File: src/hdl/dmt_defs.svh
`ifndef DMT_DEFS_SVH
`define DMT_DEFS_SVH
// Register indices on the plain register port.
`define ADDR_SYSCTL1      4'h0
`define ADDR_SYSCTL2      4'h1
`define ADDR_IEN2         4'h2
`define ADDR_STATUS       4'h3
// Fields of system_control_one.
`define S1_STANDBY_BIT    7
`define S1_WATCH_BIT      6
`define S1_LOW_SPEED_BIT  3
`define S1_WAIT_LSB       0
// Fields of system_control_two.
`define S2_MEDIUM_BIT     0
`define S2_DIRECT_BIT     1
`define S2_SUBFREQ_LSB    2
// Field of interrupt_enable_two.
`define IEN2_DT_BIT       0
// State counts of a transition.
`define SLEEP_STATES      5'h02
`define INTERNAL_STATES   5'h01
`define EXC_STATES        5'h0E
// Medium-speed system clock divides the oscillator by eight.
`define MED_DIV           8'h08
`define WATCH_DIV_BASE    8'h02
`define SYSCTL1_RESET     8'h00
`define SYSCTL2_RESET     8'h00
`define IEN2_RESET        8'h00
`endif

File: src/hdl/dmt_pkg.sv
package dmt_pkg;
   typedef enum logic [1:0] {MODE_HIGH, MODE_MED, MODE_SUB} op_mode_t;
   typedef enum logic [1:0] {
      PH_RUN, PH_SLEEP, PH_WATCH, PH_STANDBY
   } phase_t;
   typedef struct packed {
      logic       sleep_exec;
      logic       wake_req;
   } cpu_req_t;
   typedef struct packed {
      logic       cpu_clk_en;
      logic       dt_irq;
   } cpu_ans_t;
endpackage : dmt_pkg

File: src/hdl/direct_mode_transition_ctrl.sv
// Notes on behaviour
// - Sleep with direct transition enabled switches mode, then raises interrupt.
// - Direct transition may also change frequency inside one operating mode.
// - Masked direct-transition interrupt leaves device in sleep or watch.
// - High-speed to medium-speed via sleep when standby 0, low 0, medium 1.
// - Medium-speed to high-speed via sleep when standby, low, medium all 0.
// - High-speed to subactive via watch when standby, watch, low all 1.
// - Medium-speed to subactive via watch when standby, watch, low all 1.
// - Subactive to high-speed via watch after standby wait, medium 0.
// - Subactive to medium-speed via watch after standby wait, medium 1.
// - High to medium: three states old clock, fourteen states new clock.
// - Medium to high: sleep states old period, exception states new.
// - High to subactive: exception states counted at subclock period.
// - Medium to subactive: sleep at medium period, exception at subclock.
// - Subactive to high: subclock sleep, then wait plus exception states.
// - Subactive to medium: wait and exception states at medium period.
// - Subactive rate is watch clock over two, four, eight or sixteen.
`timescale 1ns/1ps
`default_nettype none
`include "dmt_defs.svh"
module direct_mode_transition_ctrl #(
   parameter int OSC_DIV_MED = 8,
   parameter int WAIT_UNIT   = 1
) (
   // Clock and reset.
   input  wire logic              clock,
   input  wire logic              rst_n,
   // Register port.
   input  wire logic [3:0]        addr,
   input  wire logic [7:0]        wdata,
   input  wire logic              wr,
   input  wire logic              rd,
   output logic [7:0]             rdata,
   // CPU side.
   input  wire dmt_pkg::cpu_req_t cpu_req,
   input  wire logic              global_int_mask,
   output dmt_pkg::cpu_ans_t      cpu_ans,
   output logic                   cpu_clk_tick,
   // Clock-source side.
   output dmt_pkg::op_mode_t      op_mode,
   output dmt_pkg::phase_t        phase,
   output logic                   sys_osc_en
);
   logic [7:0] system_control_one;
   logic [7:0] system_control_two;
   logic [7:0] interrupt_enable_two;
   logic [1:0] wake_sync;
   logic       wake;
   dmt_pkg::op_mode_t next_op_mode;
   dmt_pkg::op_mode_t target;
   dmt_pkg::phase_t   next_phase;
   logic [15:0] wait_cnt;
   logic [4:0]  state_cnt;
   logic [7:0]  div_cnt;
   logic        in_exc;
   logic        pending;

   wire software_standby_select = system_control_one[`S1_STANDBY_BIT];
   wire watch_mode_select       = system_control_one[`S1_WATCH_BIT];
   wire low_speed_select        = system_control_one[`S1_LOW_SPEED_BIT];
   wire [2:0] standby_wait_time_field = system_control_one[`S1_WAIT_LSB +: 3];
   wire medium_speed_select     = system_control_two[`S2_MEDIUM_BIT];
   wire direct_transition_enable = system_control_two[`S2_DIRECT_BIT];
   wire [1:0] subactive_freq_field = system_control_two[`S2_SUBFREQ_LSB +: 2];
   wire dt_int_enable = interrupt_enable_two[`IEN2_DT_BIT];

   // Decode of the sleep-time mode bits.
   wire sel_sleep = !software_standby_select && !low_speed_select;
   wire sel_sub   = software_standby_select && watch_mode_select
                    && low_speed_select;
   wire sel_act_w = software_standby_select && watch_mode_select
                    && !low_speed_select;
   wire sel_stby  = software_standby_select && !watch_mode_select;
   wire from_sub  = (op_mode == dmt_pkg::MODE_SUB);
   wire dt_go     = direct_transition_enable && dt_int_enable
                    && !global_int_mask;

   // Divider per mode: one tick per state of the current CPU clock.
   // subactive divider
   wire [7:0] sub_div = `WATCH_DIV_BASE << subactive_freq_field;
   // wait at new clock
   // The standby wait already runs on the clock of the mode being entered.
   wire waiting = (phase != dmt_pkg::PH_RUN) && pending
                  && (state_cnt == 5'h00) && (wait_cnt != 16'h0);
   dmt_pkg::op_mode_t div_mode;
   assign div_mode = waiting ? target : op_mode;
   wire [7:0] cur_div = (div_mode == dmt_pkg::MODE_SUB) ? sub_div :
                        (div_mode == dmt_pkg::MODE_MED) ? 8'(OSC_DIV_MED) :
                        8'h01;
   wire tick = (div_cnt >= cur_div - 8'h01);

   // Standby wait in states of the new clock, from the three-bit field.
   // The shift amount is four bits wide so the largest field does not wrap.
   wire [3:0]  wait_shift  = {1'b0, standby_wait_time_field} + 4'h3;
   wire [15:0] wait_states = 16'(WAIT_UNIT) << wait_shift;
   wire [4:0]  pre_states  = `SLEEP_STATES + `INTERNAL_STATES;

   always_comb begin
      next_op_mode = op_mode;
      next_phase   = phase;
      target       = op_mode;
      if (sel_sleep && !from_sub)
         target = medium_speed_select ? dmt_pkg::MODE_MED
                                      : dmt_pkg::MODE_HIGH;
      else if (sel_sub && !from_sub)
         target = dmt_pkg::MODE_SUB;
      else if (sel_act_w && from_sub)
         target = medium_speed_select ? dmt_pkg::MODE_MED
                                      : dmt_pkg::MODE_HIGH;
      case (phase)
         dmt_pkg::PH_RUN: begin
            if (cpu_req.sleep_exec && state_cnt == 5'h00) begin
               if (sel_sleep)
                  next_phase = dmt_pkg::PH_SLEEP;
               else if (sel_stby && !from_sub)
                  next_phase = dmt_pkg::PH_STANDBY;
               else
                  next_phase = dmt_pkg::PH_WATCH;
            end
         end
         default: begin
            if (pending && tick && state_cnt == 5'h00 && wait_cnt == 16'h0)
               next_op_mode = target;
            if (pending && tick && state_cnt == 5'h00 && wait_cnt == 16'h0)
               next_phase = dmt_pkg::PH_RUN;
            else if (!pending && wake && !global_int_mask)
               next_phase = dmt_pkg::PH_RUN;
         end
      endcase
   end

   // Register port; read data valid the cycle after the strobe.
   always_ff @(posedge clock or negedge rst_n) begin
      if (!rst_n) begin
         system_control_one   <= `SYSCTL1_RESET;
         system_control_two   <= `SYSCTL2_RESET;
         interrupt_enable_two <= `IEN2_RESET;
      end else if (wr) begin
         if (addr == `ADDR_SYSCTL1)
            system_control_one <= wdata;
         if (addr == `ADDR_SYSCTL2)
            system_control_two <= wdata;
         if (addr == `ADDR_IEN2)
            interrupt_enable_two <= wdata;
      end
   end

   wire [7:0] status = {2'h0, in_exc, pending, phase, op_mode};
   wire [7:0] rd_mux = (addr == `ADDR_SYSCTL1) ? system_control_one :
                       (addr == `ADDR_SYSCTL2) ? system_control_two :
                       (addr == `ADDR_IEN2)    ? interrupt_enable_two :
                       (addr == `ADDR_STATUS)  ? status : 8'h00;

   always_ff @(posedge clock or negedge rst_n) begin
      if (!rst_n)
         rdata <= 8'h00;
      else
         rdata <= rd ? rd_mux : 8'h00;
   end

   // Wake input is asynchronous; two flops before use.
   always_ff @(posedge clock or negedge rst_n) begin
      if (!rst_n)
         wake_sync <= 2'h0;
      else
         wake_sync <= {wake_sync[0], cpu_req.wake_req};
   end
   assign wake = wake_sync[1];

   always_ff @(posedge clock or negedge rst_n) begin
      if (!rst_n)
         div_cnt <= 8'h00;
      else if (tick)
         div_cnt <= 8'h00;
      else
         div_cnt <= div_cnt + 8'h01;
   end

   // Sequencer: counts are taken per tick of the clock then in force.
   always_ff @(posedge clock or negedge rst_n) begin
      if (!rst_n) begin
         op_mode   <= dmt_pkg::MODE_HIGH;
         phase     <= dmt_pkg::PH_RUN;
         pending   <= 1'b0;
         state_cnt <= 5'h00;
         wait_cnt  <= 16'h0;
         in_exc    <= 1'b0;
      end else begin
         op_mode <= next_op_mode;
         phase   <= next_phase;
         if (phase == dmt_pkg::PH_RUN && next_phase != dmt_pkg::PH_RUN) begin
            pending <= dt_go && (target != op_mode || sel_sleep
                                 || sel_sub || sel_act_w);
            state_cnt <= pre_states - 5'h01;
            wait_cnt <= (from_sub && sel_act_w) ? wait_states : 16'h0;
         end else if (phase != dmt_pkg::PH_RUN && pending && tick) begin
            if (state_cnt != 5'h00)
               state_cnt <= state_cnt - 5'h01;
            else if (wait_cnt != 16'h0)
               wait_cnt <= wait_cnt - 16'h1;
         end
         if (phase != dmt_pkg::PH_RUN && next_phase == dmt_pkg::PH_RUN) begin
            pending   <= 1'b0;
            in_exc    <= 1'b1;
            state_cnt <= `EXC_STATES;
         end else if (in_exc && tick) begin
            if (state_cnt == 5'h01)
               in_exc <= 1'b0;
            state_cnt <= state_cnt - 5'h01;
         end
      end
   end

   assign cpu_ans.dt_irq = (phase != dmt_pkg::PH_RUN)
                           && (next_phase == dmt_pkg::PH_RUN);
   assign cpu_ans.cpu_clk_en = (phase == dmt_pkg::PH_RUN);
   assign cpu_clk_tick = tick && (phase == dmt_pkg::PH_RUN);
   // oscillator stays on unless sub or stopped
   assign sys_osc_en = (op_mode != dmt_pkg::MODE_SUB)
                       && (phase != dmt_pkg::PH_WATCH)
                       && (phase != dmt_pkg::PH_STANDBY);
endmodule : direct_mode_transition_ctrl
`default_nettype wire

File: config.mk
export PLATFORM = sky130hd
export DESIGN_NAME = direct_mode_transition_ctrl
export DESIGN_NICKNAME = d
export VERILOG_FILES = /design/src/hdl/dmt_pkg.sv /design/src/hdl/direct_mode_transition_ctrl.sv
export VERILOG_INCLUDE_DIRS = /design/src /design/src/hdl
export SDC_FILE = /design/constraint.sdc
export NUM_CORES = 1
export LEC_CHECK = 0
export ABC_AREA = 1
export BUFFER_PORTS_ARGS = -buffer_cell sky130_fd_sc_hd__clkbuf_2
export CAP_MARGIN = 20
export CORE_MARGIN = 8
export CORE_UTILIZATION = 64
export CTS_CLUSTER_DIAMETER = 60
export DETAILED_ROUTE_END_ITERATION = 16
export HOLD_SLACK_MARGIN = 0.12
export PLACE_DENSITY_LB_ADDON = 0.1
export SETUP_SLACK_MARGIN = 0.15
export SLEW_MARGIN = 20
export SYNTH_ARGS = -nofsm -noshare
export SYNTH_HDL_FRONTEND = slang
export SYNTH_SLANG_ARGS = --single-unit
export TNS_END_PERCENT = 20
File: constraint.sdc
create_clock -name clock -period 10.8 [get_ports clock]
set_input_delay 2.16 -clock clock [delete_from_list [all_inputs] [get_ports clock]]
set_output_delay 2.16 -clock clock [all_outputs]
set_load 0.01 [all_outputs]
* Word level (Yosys, flattened, before mapping)
Cells that the tools add are included.
** Word-level totals
- Word-level logic and storage cells :: 127
- Register bits after elaboration :: 69
- Output and inout bits :: 16
** Operators by class
- Shift-type cells :: 2
- Eq/ne operators :: 12
- Reduce and logical (&&, ||, !) cells :: 60
- Mux-type cells :: 34
- Bitwise gates (word level) :: 1
- $lt $le $gt $ge :: 1
- Add/subtract/negate cells :: 5
** Operators by type and width (count)
- $mux 16 :: 5
- $mux 8 :: 6
- $logic_and 1x1->1 :: 28
- $mux 5 :: 5
- $mux 2 :: 9
- $logic_not 16->1 :: 1
- $reduce_bool 16->1 :: 1
- $shl 1x4->16 const A :: 1
- $sub 16x1->16 const B :: 1
- $reduce_bool 2->1 :: 7
- $reduce_and 2->1 :: 6
- $add 8x1->8 const B :: 1
- $eq 4x2->1 const B :: 2
- $ge 8x8->1 :: 1
- $ne 2x2->1 const B :: 4
- $reduce_bool 4->1 :: 2
- $shl 2x2->8 const A :: 1
- $sub 8x1->8 const B :: 1
- $mux 1 :: 7
- $logic_not 1->1 :: 6
- $mux 6 :: 1
- $eq 5x1->1 const B :: 1
- $logic_not 5->1 :: 1
- $reduce_bool 5->1 :: 1
- 12 further kinds :: 16

* Longest topological paths before layout
Gate-level depths: netlist of the first run.
- Depth in word-level cells :: 22
- Mapped depth :: 31
- Gate-level depth less buffers :: 31

* Worst setup path before layout of the first run
No wires, ideal clock.
- Path kind :: register -> output
- Start point :: reg wait_cnt[0]
- End point :: out cpu_ans[0] (netlist bit)
- Buffers on the path :: 0
- Setup slack :: 5.454 ns
- Data arrival time :: 3.186 ns
- Cell stages (with the launch flop) :: 25
- Data required time :: 8.640 ns
- Path through :: dfrtp_1 > inv_1 > ha_1 > nand2_2 > nor2_2 > nand2_1 > nand2_2 > inv_2 > o21ai_0 > ha_1 > inv_1 > o31ai_1 > xor2_1 > ha_1 > nand2_1 > inv_1 > nand2_1 > nand2_1 > nand2_1 > nand3_2 > nand2_1 > nand2_1 > nand2_1 > nor2_1 > ha_1
** RTL lines
- start, declared :: line direct_mode_transition_ctrl.sv:52 : logic [15:0] wait_cnt;
- start signal, assigned :: line direct_mode_transition_ctrl.sv:195 : wait_cnt <= (from_sub && sel_act_w) ? wait_states : 16'h0;
- start signal, assigned :: line direct_mode_transition_ctrl.sv:200 : wait_cnt <= wait_cnt - 16'h1;
- end, declared :: line direct_mode_transition_ctrl.sv:37 : output dmt_pkg::cpu_ans_t cpu_ans,

==> results of run 1 <==
-- state kept, by name (all words and copies together), names as in the netlist --
name and flops:
wake_sync 2, op_mode 2, system_control_two 8, wait_cnt 16
pending 1, in_exc 1, interrupt_enable_two 8, div_cnt 8
phase 2, state_cnt 5, rdata 8, system_control_one 8
-- cells in the final DEF, fill, tap and decap left out, types with 2 or more instances in the layout --
cell type  count
a211oi_1       2
a21oi_1       17
a21oi_2        2
a31oi_1        5
clkbuf_2      33
clkbuf_8      10
clkinv_2       4
conb_1         2
dfrtp_1       69
ha_1          17
inv_1         65
nand2_1      123
nand2_2        2
nand2_4        2
nand3_1       23
nand3_2        2
nand4_1        8
nor2_1        55
nor2_2         4
nor3_1        13
nor3b_1        2
nor4_1         3
o21ai_0       48
o21ai_2        9
o31ai_1        4
xnor2_1        4
xor2_1         9
-- power groups by stage --
stage | Sequential, W | Clock (W) | Combinational (W)
2_1_floorplan | 0.000366 | 0 | 0.000362
3_3_place_gp | 0.000377 | 0 | 0.000449
3_5_place_dp | 0.000379 | 0 | 0.000461
4_1_cts | 0.000375 | 0.000185 | 0.000464
5_1_grt | 0.000385 | 0.000200 | 0.000530
6_report | 0.000377 | 0.000185 | 0.000463
-- path summary, 6_finish.rpt --
check,start,endpoint,slack [ns],cells past startpoint
min,wake_sync[0],wake_sync[1],0.37,0
max reg2reg,wait_cnt[0],state_cnt[3],5.61,29
min in group asynchronous,rst_n,div_cnt[5],1.99,2
min reg2reg,wake_sync[0],wake_sync[1],0.37,0
max,wait_cnt[0],cpu_ans[0],4.26,25
max in group asynchronous,rst_n,div_cnt[7],8.22,2
-- critical path: stages (launching register included) --
cell and delay [ns]:
dfrtp_1 0.36, inv_1 0.16, ha_1 0.27, nand2_2 0.10, nor2_2 0.14, nand2_1 0.09, nand2_2 0.09, inv_2 0.06
o21ai_0 0.23, ha_1 0.24, inv_1 0.09, o31ai_1 0.39, xor2_1 0.19, ha_1 0.25, nand2_1 0.07, inv_1 0.05
nand2_1 0.06, nand2_1 0.06, nand2_1 0.07, nand3_2 0.29, nand2_1 0.22, nand2_1 0.09, nand2_1 0.08, nor2_1 0.04
ha_1 0.20, clkbuf_2 0.14
-- layout make-up --
cell class | count | area [um2] | share of cell area
inverter | 66 | 248 | 0.0571
timing repair buffer | 35 | 178 | 0.0410
clock buffer | 10 | 138 | 0.0317
clock inverter | 5 | 27.5 | 0.00635
sequential | 69 | 1730 | 0.398
multi-input combinational | 366 | 1930 | 0.444
tap | 75 | 93.8 | 0.0216
-- per-layer routing --
layer,wire [um],global-route usage
met2,4320,0.359
met1,4010,0.284
met3,509,0.0492
met4,170,0.0741
met5,0,0
-- through the flow --
stage / cells / total power [W] / utilization / hold WS, ns
6_report: 626 / 0.00103 / 0.728 / 0.365
3_5_place_dp: 611 / 0.000841 / 0.701 / 0.346
2_1_floorplan: 510 / 0.000728 / - / 0.331
5_1_grt: 626 / 0.00111 / 0.728 / 0.363
4_1_cts: 626 / 0.00102 / 0.728 / 0.365
3_3_place_gp: 611 / 0.000827 / 0.701 / 0.335
-- cells by family (layout without fill, tap and decap cells) --
kind of cell,after synthesis,in the layout
other,1,2
XOR/XNOR,13,13
AND/OR/NAND/NOR,242,242
adder cells (fa/ha/maj),17,17
flip-flops,69,69
buffers and inverters,75,116
AO/OA/AOI/OAI,92,92
==> qor.yml, run 1 <==
status: "completed"
cap_violations: 0
clkPwrFrac: 0.181
seq_area_frac_synth: 0.437
ctsResizeCount: 0
critPathArrivalTime_ns: 4.38
max_freq_mhz: 153
area_growth_syn_to_layout_pct: 9.78
dp_hpwl_um: 6570
syn_avg_cell_area_um2: 7.76
boundaryPins: 35
synth_compound_area_frac: 0.136
cts_buffer_depth: 2
drive_gt1_frac: 0.138
synth_top_family_by_area: "simple AND/OR/NAND/NOR gates"
synth_commonest_cells: "123 x nand2_1, 69 x dfrtp_1, 65 x inv_1"
hold_path.class: "flip-flop to flip-flop"
setup_viol: 0
dr.pass1.iters: 5
netlist_area_um2: 3950
syn_inst: 509
synth_async_sr_flop_share: 1.00
critPathKind: "flip-flop to output port"
power_density_nw_per_um2: 236
post_synth_mux_area_share: 0
cts_setup_buffers: 0
routed_wl_um: 9020
ir_worst_vdd_mv: 0.204
end_kind: "output port"
fin_crit_sh: 0.605
required_ns: 8.64
grt_usage: 0.221
ctsHoldBuffers: 0
clk_pin_slew_ns: 0.07
synth-edff-count: 0
ys_ff_latch: 69
nFillCells: 495
port_buffers: 34
antenna_left: 0
power_frac_seq: 0.367
rsz0062_at_grt: "false"
worstMarginPinSlew_ns: 0.876
leakage_nw: 2.22
start_kind: "flip-flop"
clockRootBuffer: "clkbuf_8"
yosysMostFrequentCell: "nand2_1"
die_w_um: 94.6
grt_max_degree: 70
start_util: 0.663
synth.area.top_cells: "dfrtp_1 44%, nand2_1 12%, inv_1 6.2%"
clock_skew_ns: 0.00665
fin_ws_ns: 4.26
crit_fanout: 17
dr_total_vias: 3501
fin_setup_tns_ns: 0
yosys.area_share.adder: 0.0538
synth_top_area_frac: 0.437
slew_headroom: 0.416
dieArea_um2: 8940
p_sw_w: 0.000458
die_h_um: 94.6
viasPerCell: 5.59
finalNetCount: 583
grt_overflow: 0
routedWlPerCell_um: 14.4
internal-power_w: 0.000567
pwr-share-comb: 0.452
grt_pass1_vias: 3453
route.detailed.drc: 0
pre_cts_ws_ns: 4.66
slew_violations: 0
hold_viol_final: 0
yosys.area_share.simple: 0.267
cts_tree: "done"
drtIter0Drc: 215
clock_latency_ns: 0.35
n_antenna_cell: 0
antenna_found_initial: 0
period_minus_slack_ns: 6.54
swShare: 0.447
cts-buffers-inserted: 9
rows: 28
grt_pass1_wl_um: 15900
yosys_warnings: 0
cts_max_level: 3
synth-xor-area-share: 0.0288
dpl_cell_area_um2: 4170
fin_area_um2: 4340
finalWeightedCongestion: 0.879
ys_types: 38
synthFlopType: "dfrtp_1"
yosys.area.top_type: "dfrtp_1"
clock_sinks: 69
core-area_um2: 5960
Power figures use the tool's default switching activity.
==> run 2, diff against run 1 <==
Settings changed: CORE_UTILIZATION 64 to 54.
Clock period 10.8 ns to 5.9 ns, I/O delays scaled along.
==> run 2 against run 1 <==
Core utilization decreased by 12 points. Via count decreased by 2.5%. Clock skew increased by 0.0016 ns. Non-clock buffer count increased by 1. Global-route usage decreased by 2.9 points. Count of clock-buffer cells in the layout decreased by 1. Design area increased by 1.4%. Critical endpoint unchanged. Sequential power increased by 83%.
==> qor.yml, run 2 (same netlist as run 1, synthesis figures left out) <==
status: "completed"
final_cell_mix: "123 x nand2_1, 69 x dfrtp_1, 65 x inv_1"
hold_path.class: "flip-flop to flip-flop"
setup_viol: 0  # unchanged
largest-register: "wait_cnt"
viasPerCell: 5.23  # -6.4%
largest_reg_flops: 16  # unchanged
pwr-share-comb: 0.447  # -0.005
met3_length_um: 354  # -30%
antenna_found_initial: 0  # unchanged
die_w_um: 102  # +7.4%
r2r_cells: 29  # unchanged
routedWlPerCell_um: 14.0  # -2.6%
dp_hpwl_um: 6710  # +2.0%
grt_pass1_vias: 3401  # -1.5%
max_freq_mhz: 193
port_buffers: 34  # unchanged
dr.pass1.iters: 5  # unchanged
fin_ws_ns: 0.715  # -3.55 ns
clock_skew_ns: 0.00825  # +0.00160 ns
n_antenna_cell: 0  # unchanged
core-area_um2: 7180  # +20%
dr_total_vias: 3413  # -2.5%
cp_num_buf_inv: 5  # unchanged
routed.top_layer: "met4"
route.detailed.drc: 0  # unchanged
fin_setup_tns_ns: 0  # unchanged
path_depth: 23  # -8.0%
internal-power_w: 0.00104  # +84%
end_kind: "output port"
cap_violations: 0  # unchanged
rsz0062_at_grt: "false"
grt_usage: 0.191  # -0.0292
crit_fanout: 6  # -11
clkPwrFrac: 0.195  # +0.014
finalNetCount: 584  # +0.17%
worstMarginPinSlew_ns: 0.885  # +0.00950 ns
critPathKind: "flip-flop to output port"
leakage_nw: 2.23  # +0.48%
cts-buffers-inserted: 9  # unchanged
p_sw_w: 0.000882  # +93%
routed_wl_um: 9150  # +1.5%
power_density_nw_per_um2: 438  # +85%
start_util: 0.551  # -0.113
start_kind: "flip-flop"
grt_overflow: 0  # unchanged
cts_max_level: 3  # unchanged
clock_latency_ns: 0.35  # about the same
hold_depth: 0  # unchanged
drt-met1-wl_um: 4470  # +11%
wl_met2_um: 4120  # -4.6%
required_ns: 4.72  # -3.92 ns
dpl.cell_count: 636  # +4.1%
critical_path.most_common_cell: "nand2_1"
cts_setup_buffers: 0  # unchanged
ctsHoldBuffers: 0  # unchanged
power.total_w: 0.00193  # +88%
boundaryPins: 35  # unchanged
period_minus_slack_ns: 5.18
drive_gt1_frac: 0.141  # +0.00312
slew_headroom: 0.410  # -0.00633
nFillCells: 668  # +35%
dieArea_um2: 10300  # +15%
area_growth_syn_to_layout_pct: 11.3
cts_tree: "done"
post-route-util: 0.613  # -0.116
pre_cts_ws_ns: 1.11  # -3.55 ns
grt_max_degree: 70  # unchanged
die_h_um: 102  # +7.4%
drtIter0Drc: 217  # +0.93%
grt_pass1_wl_um: 15600  # -1.5%
critPathSlowestCell: "dfrtp_1"
swShare: 0.458  # +0.0113
layout.cells.non_filler: 652  # +4.2%
clock_sinks: 69  # unchanged
layout_commonest_cell: "nand2_1"
clockRootBuffer: "clkbuf_8"
cts_buffer_depth: 2  # unchanged
finalWeightedCongestion: 0.874  # -0.55%
critPathArrivalTime_ns: 4.00  # -0.38 ns
critical_path.cell_chain: "inv_1, ha_1, nand2_2, nor2_2, nand2_1, nand2_2, inv_2, o21ai_0, ha_1, inv_1, o31ai_1, xor2_1, ha_1, nand2_1, inv_1, nand4_1, nand3_2, nand2_1, nand2_1, nand2_1, nor2_1, ha_1, clkbuf_2"
ctsResizeCount: 0  # unchanged
rows: 31  # +11%
ir_worst_vdd_mv: 0.297  # +45%
fin_crit_sh: 0.879
clk_pin_slew_ns: 0.09  # +0.02 ns
critPathMaxStageDelay_ns: 0.37  # -0.02 ns
antenna_left: 0  # unchanged
slew_violations: 0  # unchanged
cpLargestDelayFamily: "adder cells"
power_frac_seq: 0.358  # -0.009
hold_viol_final: 0  # unchanged
-- run 2: changes by cell type in the layout (fill, tap and decap cells not counted) --
| cell | previous run | this run |
|---|---|---|
| clkbuf_8 | 10 | 9 |
| inv_6 | 0 | 4 |
| clkinv_4 | 0 | 1 |
| buf_4 | 1 | 2 |
| inv_8 | 0 | 1 |
| clkinv_2 | 4 | 0 |
-- run 2: metrics by stage --
| step | cell area [um2] | hold WS (ns) |
|---|---|---|
| final | 4400 | 0.355 |
| after detailed placement | 4210 | 0.336 |
| after global placement | 4210 | 0.335 |
| after global routing | 4400 | 0.362 |
| after floorplan | 3960 | 0.331 |
| after CTS | 4400 | 0.356 |
-- run 2: area by class of cell --
type,instances,area [um2],share of cell area
timing repair buffer,36,185,0.0421
multi-input combinational,366,1930,0.438
clock buffer,9,124,0.0282
clock inverter,7,62.6,0.0142
tap,99,124,0.0282
sequential,69,1730,0.393
inverter,66,248,0.0563
-- run 2: routing by layer --
metal,track usage,vias to the layer above
met5,0,-
met4,0.0722,0
met3,0.0385,17
met2,0.304,84
met1,0.251,1578
li1,-,1734
-- run 2: power by group through the flow --
stage	clock (W)	combinational [W]	sequential (W)
3_3_place_gp	0	0.000840	0.000693
5_1_grt	0.000408	0.000967	0.000705
4_1_cts	0.000386	0.000861	0.000687
6_report	0.000375	0.000862	0.000690
3_5_place_dp	0	0.000856	0.000696
2_1_floorplan	0	0.000664	0.000670
-- run 2: final timing paths --
path                                         endpoint  slack (ns)         start
worst max-delay path                       cpu_ans[0]        0.72   wait_cnt[0]
worst min-delay path                     wake_sync[1]        0.36  wake_sync[0]
worst max register to register           state_cnt[3]        1.28   wait_cnt[0]
worst min register to register           wake_sync[1]        0.36  wake_sync[0]
max in group asynchronous       system_control_two[0]        4.29         rst_n
min in group asynchronous                  div_cnt[4]        1.04         rst_n
==> run 3, diff against run 2 <==
Settings changed: ABC_AREA 1 to default.
==> run 3 against run 2 <==
Sequential share of layout area down 0.73 points. Critical path type unchanged. Area after synthesis is 1.3% lower. Clock skew up 0.00063 ns. Cell count fell by 18%. Via count fell by 9.3%. Die area decreased by 1.1%. Routed wire length shrank 2.1%. Largest cell class unchanged. Synthesized cell count is 23% lower. Combinational power decreased by 71%. Clock power increased by 25%. Register-to-register slack got worse by 0.52 ns.
==> qor.yml, run 3 <==
status: "completed"
critPathArrivalTime_ns: 4.29  # +0.29 ns
period_minus_slack_ns: 5.47  # +0.286 ns
ir_worst_vdd_mv: 0.150  # -49%
dp_hpwl_um: 6350  # -5.3%
finalNetCount: 466  # -20%
routed_wl_um: 8960  # -2.1%
rsz0062_at_grt: "false"
antenna_found_initial: 0  # unchanged
end_kind: "output port"
n_antenna_cell: 0  # unchanged
die_h_um: 101  # -0.54%
max_freq_mhz: 183  # -5.2%
ys_types: 61  # +61%
clock_skew_ns: 0.00888  # +0.000634 ns
grt_pass1_wl_um: 14800  # -5.1%
fin_ws_ns: 0.429  # -0.286 ns
clk_pin_slew_ns: 0.08  # about the same
power_density_nw_per_um2: 293  # -33%
dr_total_vias: 3096  # -9.3%
cap_violations: 0  # unchanged
drtIter0Drc: 158  # -27%
ys_ff_latch: 69  # unchanged
critPathKind: "flip-flop to output port"
syn_inst: 393  # -23%
slew_violations: 0  # unchanged
grt_overflow: 0  # unchanged
slew_headroom: 0.239  # -0.171
cp-startpoint: "wait_cnt[0]"
synth_async_sr_flop_share: 1.00  # unchanged
fin_crit_sh: 0.927  # +0.0484
critPathMaxStageDelay_ns: 0.39  # +0.02 ns
layout_commonest_cell: "dfrtp_1"
synth_top_area_frac: 0.443  # +0.00561
start_kind: "flip-flop"
netlist_area_um2: 3900  # -1.3%
ctsHoldBuffers: 0  # unchanged
antenna_left: 0  # unchanged
critical_path.cell_chain: "inv_1, ha_1, nor3b_2, and4_1, nor3_2, buf_4, mux2i_2, ha_2, or3_1, ha_1, a211o_1, a21oi_1, o31a_1, nor2_1, a21oi_2, a21boi_1, ha_4, clkbuf_2"
drive_gt1_frac: 0.230  # +0.0894
r2r_start: "wait_cnt[0]"
fin_setup_tns_ns: 0  # unchanged
syn_avg_cell_area_um2: 9.93  # +28%
ff2ff_setup_slack_ns: 0.76  # -0.52 ns
dr.pass1.iters: 4  # -1
grt_usage: 0.185  # -0.00617
multi_input_area_um2: 2080  # +8.0%
yosys_warnings: 0  # unchanged
critical_path.most_common_cell: "ha_1"
clock_latency_ns: 0.36  # about the same
hold_slack_ns: 0.358  # +0.00219 ns
core-area_um2: 7140  # -0.54%
regArea_um2: 1730  # unchanged
synth.area.top_cells: "dfrtp_1 44%, mux2_2 7.5%, ha_1 5.5%"
synthFlopType: "dfrtp_1"
boundaryPins: 35  # unchanged
r2r_end: "wait_cnt[4]"
endpoint: "cpu_ans[0]"
largest-register: "wait_cnt"
cpLargestDelayFamily: "adder cells"
required_ns: 4.72  # about the same
r2r_cells: 23  # -21%
final_cell_mix: "69 x dfrtp_1, 38 x nor2_1, 33 x clkbuf_2"
start_util: 0.547  # -0.00402
dieArea_um2: 10200  # -1.1%
rows: 31  # unchanged
path_depth: 18  # -22%
finalWeightedCongestion: 0.856  # -2.2%
grt_max_degree: 70  # unchanged
pre_cts_ws_ns: 0.576  # -0.532 ns
cp_num_buf_inv: 3  # -2
crit_fanout: 8  # +2
routedWlPerCell_um: 16.8  # +20%
yosysMostFrequentCell: "dfrtp_1"
clockRootBuffer: "clkbuf_8"
clock_sinks: 69  # unchanged
worstMarginPinSlew_ns: 1.13  # +0.248 ns
critPathSlowestCell: "dfrtp_1"
cts_buffer_depth: 2  # unchanged
cts-buffers-inserted: 9  # unchanged
grt_pass1_vias: 3048  # -10%
power.total_w: 0.00131  # -32%
hold_path.class: "flip-flop to flip-flop"
synth_commonest_cells: "69 x dfrtp_1, 38 x nor2_1, 26 x mux2_2"
synth-edff-count: 0  # unchanged
seq_area_frac_synth: 0.443  # +0.00561
die_w_um: 101  # -0.54%
area_growth_syn_to_layout_pct: 14.8
route.detailed.drc: 0  # unchanged
largest_reg_flops: 16  # unchanged
leakage_nw: 2.10  # -5.5%
nFillCells: 626  # -6.3%
port_buffers: 34  # unchanged
viasPerCell: 5.81  # +11%
yosys.area.top_type: "dfrtp_1"
cts_max_level: 3  # unchanged
cts_tree: "done"
hold_viol_final: 0  # unchanged
setup_viol: 0  # unchanged
[run 3: layer usage]
layer	routed length, um	GRT usage	vias up
li1	-	-	1497
met1	4110	0.248	1508
met2	4210	0.289	80
met3	509	0.0318	11
met4	123	0.0756	0
met5	0	0	-
[run 3: cell families after synthesis]
logic type	count (synthesis)	share of synthesized area
flip-flops	69	0.443
AND/OR/NAND/NOR	131	0.181
XOR/XNOR	16	0.0359
other	1	0.000961
buffers and inverters	37	0.0375
AO/OA/AOI/OAI	86	0.146
adder cells (fa/ha/maj)	17	0.0545
multiplexers	36	0.101
[run 3: worst min-delay path by stage]
stage / start / endpoint / slack (ns) / cells after the start
final: wake_sync[0] / wake_sync[1] / 0.36 / 0
after global routing: wake_sync[0] / wake_sync[1] / 0.37 / 0
after CTS: wake_sync[0] / wake_sync[1] / 0.36 / 0
after detailed placement: wake_sync[0] / wake_sync[1] / 0.34 / 0
after global placement: wake_sync[0] / wake_sync[1] / 0.34 / 0
after floorplan: wake_sync[0] / wake_sync[1] / 0.33 / 0
[run 3: repair_timing]
action	in CTS	in global routing
setup endpoints to repair	0	5
resized for setup	0	10
buffers inserted	0	2
[run 3: power by group]
part | leakage [nW] | internal (W) | switching, W
Combinational | 1.10 | 0.000120 | 0.000130
Clock | 0.119 | 0.000279 | 0.000188
Sequential | 0.883 | 0.000531 | 0.0000657
Total | 2.10 | 0.000930 | 0.000383
[run 3: through the flow]
stage | utilization | area (um2) | cells
after floorplan | - | 3910 | 394
after global placement | 0.586 | 4180 | 516
after detailed placement | 0.586 | 4180 | 516
after CTS | 0.619 | 4420 | 531
after global routing | 0.628 | 4480 | 533
final | 0.628 | 4480 | 533
[run 3: final cells by class]
| cell class | count | area share |
|---|---|---|
| multi-input combinational | 288 | 0.464 |
| sequential | 69 | 0.385 |
| timing repair buffer | 44 | 0.0547 |
| clock buffer | 9 | 0.0276 |
| tap | 99 | 0.0276 |
| clock inverter | 6 | 0.0251 |
| inverter | 18 | 0.0151 |
